[src/core/boost_led_pkg.sv]
// boost_led_pkg: register map, field positions, reset values, timing constants
// assumes one system clock of 250 MHz shared by all design files
package boost_led_pkg;

  // ---------------------------------------------------------------
  // register offsets
  // ---------------------------------------------------------------
  localparam logic [7:0] OFS_LED_DIRECT_ONOFF   = 8'h00;
  localparam logic [7:0] OFS_EXT_PWM_ROUTING    = 8'h07;
  localparam logic [7:0] OFS_BLOCK_ENABLES      = 8'h08;
  localparam logic [7:0] OFS_BOOST_VOLTAGE_CODE = 8'h0d;
  localparam logic [7:0] OFS_BOOST_FREQ_SELECT  = 8'h0e;

  // ---------------------------------------------------------------
  // reset values
  // ---------------------------------------------------------------
  localparam logic [7:0] RST_LED_DIRECT_ONOFF   = 8'h00;
  localparam logic [7:0] RST_EXT_PWM_ROUTING    = 8'h00;
  localparam logic [7:0] RST_BLOCK_ENABLES      = 8'h00;
  localparam logic [7:0] RST_BOOST_VOLTAGE_CODE = 8'h3f;
  localparam logic [7:0] RST_BOOST_FREQ_SELECT  = 8'h07;

  // ---------------------------------------------------------------
  // field positions
  // ---------------------------------------------------------------
  localparam int unsigned BIT_STANDBY_N  = 6;
  localparam int unsigned BIT_BOOST_RUN  = 5;
  localparam int unsigned BIT_SEL_HI     = 1;
  localparam int unsigned BIT_SEL_LO     = 0;
  localparam int unsigned BIT_FREQ_HI    = 2;
  localparam int unsigned BIT_FREQ_LO    = 0;
  localparam int unsigned BIT_CHAN_HI    = 5;
  localparam logic [5:0]  MASK_CHANNELS  = 6'h3f;

  // ---------------------------------------------------------------
  // source select and frequency codes
  // ---------------------------------------------------------------
  localparam logic [1:0] SEL_PAT_PAT     = 2'h0;
  localparam logic [1:0] SEL_BLINK_PAT   = 2'h1;
  localparam logic [1:0] SEL_PAT_AUDIO   = 2'h2;
  localparam logic [1:0] SEL_AUDIO_AUDIO = 2'h3;

  typedef enum logic [1:0] {
    FREQ_1M00 = 2'b00,
    FREQ_1M67 = 2'b01,
    FREQ_2M00 = 2'b10
  } freq_e;

  typedef enum logic [1:0] {
    BOOST_OFF  = 2'b00,
    BOOST_SOFT = 2'b01,
    BOOST_RUN  = 2'b10
  } boost_state_e;

  // ---------------------------------------------------------------
  // timing
  // ---------------------------------------------------------------
  localparam int unsigned CLK_KHZ          = 250000;
  localparam int unsigned SOFT_START_MS    = 10;
  localparam int unsigned SOFT_START_COUNT = SOFT_START_MS * CLK_KHZ;

endpackage

[src/core/boost_and_led_route_control.sv]
// boost_and_led_route_control: boost run/soft-start control and colour led routing
// assumes a host on the two-wire serial port; led sources run on clk_sys
//
// Summary of operation
// RULE1 - clearing the boost run bit halts switching until the bit is set again.
// RULE2 - setting the run bit runs the converter in pulse-frequency mode for 10 ms, then fixed-frequency mode.
// RULE3 - the voltage register takes thermometer codes 00 to ff for nine steps and resets to 3f.
// RULE4 - the frequency field decodes 1xx as 2.00 MHz, 01x as 1.67 MHz, 001 as 1.00 MHz; reset 07.
// RULE5 - the two-bit source select routes group a and group b to pattern, blinking or audio sources.
// RULE6 - an output follows pattern or audio only while its direct on/off bit is set.
// RULE7 - a set gating bit hands that output to the external pwm pin, bits 5..0 red a to blue b.
// RULE8 - only group a can take the blinking source, never group b.
// RULE9 - all led outputs are forced off during the 10 ms soft-start interval.
// RULE10 - with its gating bit clear and outside soft start an output follows its group source and its direct bit only.
`timescale 1ns/1ps
module boost_and_led_route_control
  import boost_led_pkg::*;
#(
  parameter int unsigned SOFT_START_CYCLES = boost_led_pkg::SOFT_START_COUNT,
  parameter logic [6:0]  SLAVE_ADDR        = 7'h2a
) (
  input  wire logic                 clk_sys,
  input  wire logic                 rst,
  input  wire logic                 scl_in,
  input  wire logic                 sda_in,
  output logic                      sda_out,
  output logic                      sda_oe,
  input  wire logic                 pwm_pin,
  input  wire logic [2:0]           pattern_a,
  input  wire logic [2:0]           pattern_b,
  input  wire logic [2:0]           audio_a,
  input  wire logic [2:0]           audio_b,
  input  wire logic [2:0]           blink_a,
  output logic [2:0]                led_group_a,
  output logic [2:0]                led_group_b,
  output logic                      boost_switch_en,
  output logic                      boost_pfm,
  output logic [7:0]                boost_vcode,
  output boost_led_pkg::freq_e      boost_freq
);
  import boost_led_pkg::*;

  // ---------------------------------------------------------------
  // serial register port
  // ---------------------------------------------------------------
  logic       wr_en;
  logic [7:0] wr_addr;
  logic [7:0] wr_data;
  logic [7:0] rd_addr;
  logic [7:0] rd_data;
  logic       sda_out_w;
  logic       sda_oe_w;

  serial_reg_port #(
    .SLAVE_ADDR (SLAVE_ADDR)
  ) u_port (
    .clk_sys (clk_sys),
    .rst     (rst),
    .scl_in  (scl_in),
    .sda_in  (sda_in),
    .sda_out (sda_out_w),
    .sda_oe  (sda_oe_w),
    .wr_en   (wr_en),
    .wr_addr (wr_addr),
    .wr_data (wr_data),
    .rd_addr (rd_addr),
    .rd_data (rd_data)
  );
  assign sda_out = sda_out_w;
  assign sda_oe  = sda_oe_w;

  // ---------------------------------------------------------------
  // registers
  // ---------------------------------------------------------------
  logic [7:0] direct_r, direct_nxt;
  logic [7:0] gate_r,   gate_nxt;
  logic [7:0] enab_r,   enab_nxt;
  logic [7:0] vcode_r,  vcode_nxt;
  logic [7:0] fsel_r,   fsel_nxt;
  logic       vcode_ok;

  assign vcode_ok = ((wr_data & (wr_data + 8'h01)) == 8'h00);

  always_comb begin
    direct_nxt = direct_r;
    gate_nxt   = gate_r;
    enab_nxt   = enab_r;
    vcode_nxt  = vcode_r;
    fsel_nxt   = fsel_r;
    if (wr_en) begin
      case (wr_addr)
        OFS_LED_DIRECT_ONOFF:   direct_nxt = wr_data;
        OFS_EXT_PWM_ROUTING:    gate_nxt   = wr_data & {2'b00, MASK_CHANNELS};
        OFS_BLOCK_ENABLES:      enab_nxt   = wr_data;
        OFS_BOOST_VOLTAGE_CODE: vcode_nxt  = vcode_ok ? wr_data : vcode_r; // [RULE3]
        OFS_BOOST_FREQ_SELECT:  fsel_nxt   = wr_data;
        default:                direct_nxt = direct_r;
      endcase
    end
  end

  always_ff @(posedge clk_sys or posedge rst) begin
    if (rst) begin
      direct_r <= RST_LED_DIRECT_ONOFF;
      gate_r   <= RST_EXT_PWM_ROUTING;
      enab_r   <= RST_BLOCK_ENABLES;
      vcode_r  <= RST_BOOST_VOLTAGE_CODE; // [RULE3]
      fsel_r   <= RST_BOOST_FREQ_SELECT;  // [RULE4]
    end else begin
      direct_r <= direct_nxt;
      gate_r   <= gate_nxt;
      enab_r   <= enab_nxt;
      vcode_r  <= vcode_nxt;
      fsel_r   <= fsel_nxt;
    end
  end

  always_comb begin
    case (rd_addr)
      OFS_LED_DIRECT_ONOFF:   rd_data = direct_r;
      OFS_EXT_PWM_ROUTING:    rd_data = gate_r;
      OFS_BLOCK_ENABLES:      rd_data = enab_r;
      OFS_BOOST_VOLTAGE_CODE: rd_data = vcode_r;
      OFS_BOOST_FREQ_SELECT:  rd_data = fsel_r;
      default:                rd_data = 8'h00;
    endcase
  end

  // ---------------------------------------------------------------
  // boost sequencer
  // ---------------------------------------------------------------
  boost_state_e boost_r, boost_nxt;
  logic [31:0]  soft_cnt_r, soft_cnt_nxt;
  logic         run_req;
  logic         sw_en_nxt;
  logic         pfm_nxt;
  freq_e        freq_dec;

  assign run_req   = enab_r[BIT_STANDBY_N] & enab_r[BIT_BOOST_RUN];
  assign sw_en_nxt = (boost_nxt != BOOST_OFF);  // [RULE1]
  assign pfm_nxt   = (boost_nxt == BOOST_SOFT); // [RULE2]

  always_comb begin
    boost_nxt    = boost_r;
    soft_cnt_nxt = soft_cnt_r;
    case (boost_r)
      BOOST_OFF: begin
        if (run_req) begin
          boost_nxt    = BOOST_SOFT; // [RULE2]
          soft_cnt_nxt = 32'h0;
        end
      end
      BOOST_SOFT: begin
        if (!run_req) begin
          boost_nxt = BOOST_OFF; // [RULE1]
        end else if (soft_cnt_r == SOFT_START_CYCLES - 1) begin
          boost_nxt = BOOST_RUN; // [RULE2]
        end else begin
          soft_cnt_nxt = soft_cnt_r + 32'h1;
        end
      end
      BOOST_RUN: begin
        if (!run_req) begin
          boost_nxt = BOOST_OFF; // [RULE1]
        end
      end
      default: boost_nxt = BOOST_OFF;
    endcase
  end

  always_comb begin
    if (fsel_r[BIT_FREQ_HI]) begin
      freq_dec = FREQ_2M00; // [RULE4]
    end else if (fsel_r[BIT_FREQ_HI-1]) begin
      freq_dec = FREQ_1M67;
    end else begin
      freq_dec = FREQ_1M00;
    end
  end

  // ---------------------------------------------------------------
  // led routing
  // ---------------------------------------------------------------
  logic [1:0] pwm_sync_r;
  logic [5:0] led_nxt;
  logic [5:0] led_r;
  logic [2:0] src_a;
  logic [2:0] src_b;
  logic [1:0] sel;
  logic [5:0] src_ab;

  assign sel    = enab_r[BIT_SEL_HI:BIT_SEL_LO];
  assign src_ab = {src_a, src_b};

  always_comb begin
    case (sel) // [RULE5] [RULE8]
      SEL_PAT_PAT:     begin src_a = pattern_a; src_b = pattern_b; end
      SEL_BLINK_PAT:   begin src_a = blink_a;   src_b = pattern_b; end
      SEL_PAT_AUDIO:   begin src_a = pattern_a; src_b = audio_b;   end
      SEL_AUDIO_AUDIO: begin src_a = audio_a;   src_b = audio_b;   end
      default:         begin src_a = pattern_a; src_b = pattern_b; end
    endcase
  end

  always_comb begin
    for (int i = 0; i < 6; i++) begin
      if (boost_nxt == BOOST_SOFT) begin
        led_nxt[i] = 1'b0; // [RULE9]
      end else if (gate_r[i]) begin
        led_nxt[i] = pwm_sync_r[1]; // [RULE7]
      end else begin
        led_nxt[i] = direct_r[i] & src_ab[i]; // [RULE6] [RULE10]
      end
    end
  end

  always_ff @(posedge clk_sys or posedge rst) begin
    if (rst) begin
      boost_r     <= BOOST_OFF;
      soft_cnt_r  <= 32'h0;
      pwm_sync_r  <= 2'h0;
      led_r       <= 6'h00;
      boost_freq  <= FREQ_2M00;
      boost_switch_en <= 1'b0;
      boost_pfm   <= 1'b0;
    end else begin
      boost_r     <= boost_nxt;
      soft_cnt_r  <= soft_cnt_nxt;
      pwm_sync_r  <= {pwm_sync_r[0], pwm_pin};
      led_r       <= led_nxt;
      boost_freq  <= freq_dec;
      boost_switch_en <= sw_en_nxt;
      boost_pfm   <= pfm_nxt;
    end
  end

  assign led_group_a     = led_r[5:3];
  assign led_group_b     = led_r[2:0];
  assign boost_vcode     = vcode_r;
endmodule

[src/core/serial_reg_port.sv]
// serial_reg_port: two-wire serial slave giving register writes and reads
// assumes scl/sda arrive asynchronously; sda is open drain, oe high pulls low
`timescale 1ns/1ps
module serial_reg_port #(
  parameter logic [6:0] SLAVE_ADDR = 7'h2a
) (
  input  wire logic       clk_sys,
  input  wire logic       rst,
  input  wire logic       scl_in,
  input  wire logic       sda_in,
  output logic            sda_out,
  output logic            sda_oe,
  output logic            wr_en,
  output logic [7:0]      wr_addr,
  output logic [7:0]      wr_data,
  output logic [7:0]      rd_addr,
  input  wire logic [7:0] rd_data
);

  typedef enum logic [2:0] {
    SP_IDLE  = 3'b000,
    SP_ADDR  = 3'b001,
    SP_PTR   = 3'b010,
    SP_WDATA = 3'b011,
    SP_RDATA = 3'b100
  } sp_state_e;

  // ---------------------------------------------------------------
  // pin synchronisers and edge detect
  // ---------------------------------------------------------------
  logic [2:0] scl_sync_r;
  logic [2:0] sda_sync_r;
  always_ff @(posedge clk_sys or posedge rst) begin
    if (rst) begin
      scl_sync_r <= 3'h7;
      sda_sync_r <= 3'h7;
    end else begin
      scl_sync_r <= {scl_sync_r[1:0], scl_in};
      sda_sync_r <= {sda_sync_r[1:0], sda_in};
    end
  end

  logic scl_rise;
  logic scl_fall;
  logic cond_start;
  logic cond_stop;
  assign scl_rise   = scl_sync_r[1] & ~scl_sync_r[2];
  assign scl_fall   = ~scl_sync_r[1] & scl_sync_r[2];
  assign cond_start = scl_sync_r[1] & scl_sync_r[2] & sda_sync_r[2] & ~sda_sync_r[1];
  assign cond_stop  = scl_sync_r[1] & scl_sync_r[2] & ~sda_sync_r[2] & sda_sync_r[1];

  // ---------------------------------------------------------------
  // byte engine
  // ---------------------------------------------------------------
  sp_state_e  state_r,  state_nxt;
  logic [3:0] bit_r,    bit_nxt;
  logic [7:0] shift_r,  shift_nxt;
  logic [7:0] ptr_r,    ptr_nxt;
  logic       oe_r,     oe_nxt;
  logic       we_r,     we_nxt;
  logic [7:0] wa_r,     wa_nxt;
  logic [7:0] wd_r,     wd_nxt;

  always_comb begin
    state_nxt = state_r;
    bit_nxt   = bit_r;
    shift_nxt = shift_r;
    ptr_nxt   = ptr_r;
    oe_nxt    = oe_r;
    we_nxt    = 1'b0;
    wa_nxt    = wa_r;
    wd_nxt    = wd_r;
    if (cond_start) begin
      state_nxt = SP_ADDR;
      bit_nxt   = 4'h0;
      oe_nxt    = 1'b0;
    end else if (cond_stop) begin
      state_nxt = SP_IDLE;
      oe_nxt    = 1'b0;
    end else if (state_r != SP_IDLE && scl_rise) begin
      if (bit_r < 4'h8 && state_r != SP_RDATA) begin
        shift_nxt = {shift_r[6:0], sda_sync_r[1]};
      end
      if (state_r == SP_RDATA && bit_r == 4'h8 && sda_sync_r[1]) begin
        state_nxt = SP_IDLE;
      end
      bit_nxt = bit_r + 4'h1;
    end else if (state_r != SP_IDLE && scl_fall) begin
      if (bit_r == 4'h8) begin
        case (state_r)
          SP_ADDR: begin
            if (shift_r[7:1] == SLAVE_ADDR) begin
              oe_nxt    = 1'b1;
              state_nxt = shift_r[0] ? SP_RDATA : SP_PTR;
            end else begin
              state_nxt = SP_IDLE;
            end
          end
          SP_PTR: begin
            ptr_nxt   = shift_r;
            oe_nxt    = 1'b1;
            state_nxt = SP_WDATA;
          end
          SP_WDATA: begin
            we_nxt  = 1'b1;
            wa_nxt  = ptr_r;
            wd_nxt  = shift_r;
            ptr_nxt = ptr_r + 8'h01;
            oe_nxt  = 1'b1;
          end
          default: begin
            oe_nxt = 1'b0;
          end
        endcase
      end else if (bit_r == 4'h9) begin
        bit_nxt = 4'h0;
        if (state_r == SP_RDATA) begin
          oe_nxt    = ~rd_data[7];
          shift_nxt = {rd_data[6:0], 1'b0};
          ptr_nxt   = ptr_r + 8'h01;
        end else begin
          oe_nxt = 1'b0;
        end
      end else if (state_r == SP_RDATA) begin
        oe_nxt    = ~shift_r[7];
        shift_nxt = {shift_r[6:0], 1'b0};
      end
    end
  end

  always_ff @(posedge clk_sys or posedge rst) begin
    if (rst) begin
      state_r <= SP_IDLE;
      bit_r   <= 4'h0;
      shift_r <= 8'h00;
      ptr_r   <= 8'h00;
      oe_r    <= 1'b0;
      we_r    <= 1'b0;
      wa_r    <= 8'h00;
      wd_r    <= 8'h00;
    end else begin
      state_r <= state_nxt;
      bit_r   <= bit_nxt;
      shift_r <= shift_nxt;
      ptr_r   <= ptr_nxt;
      oe_r    <= oe_nxt;
      we_r    <= we_nxt;
      wa_r    <= wa_nxt;
      wd_r    <= wd_nxt;
    end
  end

  assign sda_out = 1'b0;
  assign sda_oe  = oe_r;
  assign wr_en   = we_r;
  assign wr_addr = wa_r;
  assign wr_data = wd_r;
  assign rd_addr = ptr_r;

endmodule

[config.mk]
export PLATFORM = sky130hd
export DESIGN_NAME = boost_and_led_route_control
export DESIGN_NICKNAME = d
export VERILOG_FILES = /design/src/core/boost_led_pkg.sv /design/src/core/boost_and_led_route_control.sv /design/src/core/serial_reg_port.sv
export SDC_FILE = /design/constraint.sdc
export NUM_CORES = 1
export LEC_CHECK = 0
export ABC_AREA = 1
export BUFFER_PORTS_ARGS = -buffer_cell sky130_fd_sc_hd__buf_4
export CAP_MARGIN = 20
export CORE_ASPECT_RATIO = 1.25
export CORE_MARGIN = 2
export CORE_UTILIZATION = 60
export DETAILED_ROUTE_END_ITERATION = 10
export PLACE_DENSITY = 0.83
export RECOVER_POWER = 25
export REMOVE_ABC_BUFFERS = 1
export SYNTH_ARGS = -nofsm -noshare
export SYNTH_HDL_FRONTEND = slang
export SYNTH_HIERARCHICAL = 1
export SYNTH_SLANG_ARGS = --single-unit
[constraint.sdc]
create_clock -name clk_sys -period 2.65 [get_ports clk_sys]
set_input_delay 0.1325 -clock clk_sys [delete_from_list [all_inputs] [get_ports clk_sys]]
set_output_delay 0.1325 -clock clk_sys [all_outputs]
set_load 0.01 [all_outputs]
==> flow_summary_export.csv <==
group,metric,value,unit
routing,routedWlPerCell,15.1,um
routing,drcViolationCount,0,
routing,drt_iter0_drc,629,
synth,synthMuxAreaShare,0,%
synth,yosysWarnings,6,
worst_setup_path,crit_type,"flip-flop to flip-flop",
placement,io_buffers,38,
timing,post-route-period-util,79.3,%
global_routing,groute.usage.overall,30.0,%
timing,relSlewSlack,-20.2,%
synth,async_flop_share,100,%
timing,drv_slew,45,
clock_network,numCtsBuffers,17,
synth,synth_xor_area_share,1.10,%
floorplanning,die_area,12800,sq um
synth,synthAdderAreaFrac,0.876,%
routing,via_per_inst,5.52,
worst_setup_path,reg2reg_depth,11,
worst_setup_path,cp.required,3.01,ns
global_routing,gr-total-overflow,0,
timing,hold_viol,0,
timing,rsz0062_at_grt,"false",
synth,synthSimpleGateAreaFrac,34.3,%
floorplanning,die_width,102,um
global_routing,grt_pass1_wl,29900,um
power_and_ir_drop,peakVddDrop,0.496,mV
synth,synth.avg_cell_area,7.31,sq um
finish,areaGrowthSynthToFinish,14.4,%
finish,final_nets,1048,
finish,n_fill_cell,941,
timing,finClkSkew,0.0111,ns
clock_network,cts_root_buf,"clkbuf_16",
timing,fin_tns_setup,0,ns
synth,synth-seq-cells,131,
floorplanning,rows,44,
routing,drt_wl_total,18000,um
timing,setup_viol_count_final,0,
routing,drtPass1Iterations,6,
synth,synth-edff-count,0,
clock_network,clock_latency,0.43,ns
synth,synthFlopType,"dfrtp_1",
hold_path,worstHoldPathType,"input pin to asynchronous set/reset pin",
synth,synth_top_family_by_area,"simple AND/OR/NAND/NOR gates",
finish,diodes,0,
clock_network,clockBufferDepth,2,
timing,worst_pin_slew,1.80,ns
power_and_ir_drop,total_leakage_power,3.59,nW
floorplanning,core_area,11600,sq um
global_routing,grt_pass1_vias,6211,
global_routing,antenna_found_initial,0,
clock_network,post_cts_buffers,0,
clock_network,clk_pin_slew,0.06,ns
floorplanning,initial_utilization,61.5,%
synth,synth_area,7140,sq um
global_routing,grt_max_degree,48,
synth,synth_compound_area_share,10.4,%
worst_setup_path,crit_arrival,2.46,ns
clock_network,post_cts_resized,0,
worst_setup_path,start_kind,"flip-flop",
routing,antenna_left,0,
worst_setup_path,cp-end-kind,"flip-flop",
worst_setup_path,critPathMaxFanout,8,
finish,final_core_util,70.4,%
routing,vias,6606,
synth,synth_cell_types,41,
timing,period_needed,2.10,ns
outcome,violations,"capacitance limit, slew limit",
synth,synth_cells,978,
run,maxCapViolCount,1,
placement,gp_congestion,0.943,
clock_network,clkSinkCount,131,
floorplanning,die-height,126,um
power_and_ir_drop,power_density,544,nW/um^2
synth,yosysSeqAreaShare,46.2,%
clock_network,htree_levels,4,
floorplanning,io_pins,40,
clock_network,cts_tree,"done",
finish,drive_gt1_share,11.9,%
outcome,status,"finished with violations",
placement,hpwl,12700,um
timing,max_freq,0.476,GHz
==> sequential cells by signal (all words and copies together), names as in the netlist, 2 cells and up <==
name,cells
direct_r,8
u_port/shift_r,8
pwm_sync_r,2
enab_r,8
boost_vcode,8
u_port/rd_addr,8
boost_freq,2
u_port/wr_data,8
fsel_r,8
led_r,6
u_port/bit_r,4
u_port/scl_sync_r,3
u_port/sda_sync_r,3
boost_r,2
gate_r,6
soft_cnt_r,32
u_port/state_r,3
u_port/wr_addr,8
==> routing by layer <==
layer / share of wire (%) / GRT usage [%] / vias up
met5: 0 / 0 / -
met4: 2.5 / 10.8 / 0
met3: 5.8 / 6.10 / 46
met2: 52 / 51.1 / 251
met1: 40 / 37.3 / 3069
li1: - / - / 3240
==> Yosys cell counts (all sizes together), types with 3 or more instances <==
master / number / area (sq um)
a21oi: 16 / 103
buf: 14 / 104
clkbuf: 10 / 37.5
dfrtp: 115 / 2880
dfstp: 16 / 420
ha: 5 / 62.6
inv: 97 / 364
nand2: 327 / 1250
nand3: 102 / 533
nand4: 12 / 75.1
nor2: 111 / 457
nor3: 12 / 70.1
o21ai: 115 / 583
o22ai: 3 / 18.8
xor2: 7 / 61.3
==> final timing paths <==
path                              startpoint           endpoint  slack, ns
max in group asynchronous                rst     soft_cnt_r[16]       0.78
setup reg to reg           u_port/rd_addr[2]  u_port/shift_r[2]       0.55
setup / recovery           u_port/rd_addr[2]  u_port/shift_r[2]       0.55
min in group clk_sys              audio_b[2]           led_r[2]       0.14
hold / removal                           rst  u_port/wr_data[0]       0.14
hold reg to reg                pwm_sync_r[0]      pwm_sync_r[1]       0.36
==> cell usage in the layout, fill, tap and decap left out, drive strengths merged <==
cell / Yosys / routed
nand2: 327 / 327
o31ai: 1 / 1
dfstp: 16 / 16
o22ai: 3 / 3
ha: 5 / 5
buf: 14 / 41
inv: 97 / 99
clkinvlp: 0 / 2
xnor2: 2 / 2
dfrtp: 115 / 115
dlygate4sd3: 0 / 4
a21boi: 1 / 1
clkbuf: 10 / 26
bufinv: 0 / 1
nor4: 2 / 2
xor2: 7 / 7
a21oi: 16 / 16
o32ai: 1 / 1
nand4: 12 / 12
clkinv: 1 / 7
nor3: 12 / 12
nor2: 111 / 111
nand3b: 2 / 2
or2: 1 / 1
and2: 1 / 1
o21bai: 2 / 2
conb: 1 / 1
nand3: 102 / 102
and3: 1 / 1
o21ai: 115 / 115
==> stage by stage <==
| step | instance area (sq um) | hold WS (ns) | instances | setup WS [ns] | total power, W |
|---|---|---|---|---|---|
| after detailed placement | 7560 | 0.243 | 1160 | 0.631 | 0.00220 |
| final | 8180 | 0.136 | 1197 | 0.547 | 0.00445 |
| after CTS | 8180 | 0.109 | 1196 | 0.608 | 0.00448 |
| after global routing | 8180 | 0.145 | 1197 | 0.345 | 0.00459 |
| after global placement | 7560 | 0.241 | 1160 | 0.652 | 0.00220 |
| after floorplan | 7000 | 0.137 | 954 | 0.369 | 0.00214 |
==> final cells by class <==
cell class | count | area [sq um] | share of cell area, %
Clock buffer | 21 | 480 | 5.88
Clock inverter | 11 | 100 | 1.22
Inverter | 98 | 368 | 4.50
Multi-Input combinational cell | 725 | 3340 | 40.8
Sequential cell | 131 | 3300 | 40.3
Tap cell | 161 | 201 | 2.46
Timing Repair Buffer | 50 | 392 | 4.79
==> critical path, cell delays in order (launching register included) <==
cell	delay (ns)
dfrtp_1	0.48
inv_1	0.15
nand4_1	0.10
nor2_1	0.56
nand2_1	0.09
o21ai_0	0.11
inv_1	0.06
nand4_1	0.12
nor2_1	0.06
a21oi_1	0.15
nand2_1	0.08
nand2_1	0.08
==> kinds of logic (layout without fill, tap and decap cells) <==
family,Yosys count,in the layout
xor+xnor,9,9
flops,131,131
buf+inv,122,180
other cells,1,1
compound gates,139,139
fa+ha+maj,5,5
simple gates,571,571
==> timing repair <==
| action | 4_1_cts | 5_1_grt |
|---|---|---|
| hold buffers | 4 | 0 |
| endpoints found under the setup margin | 0 | 0 |
| endpoints found under the hold margin | 72 | 0 |
==> power breakdown <==
part	total (W)	switching [W]	internal, W
Clock	0.00228	0.000893	0.00139
Combinational	0.000132	0.0000844	0.0000475
Sequential	0.00203	0.0000127	0.00202
Total	0.00445	0.000990	0.00346
Note: power is estimated with default switching activity, not from simulation.
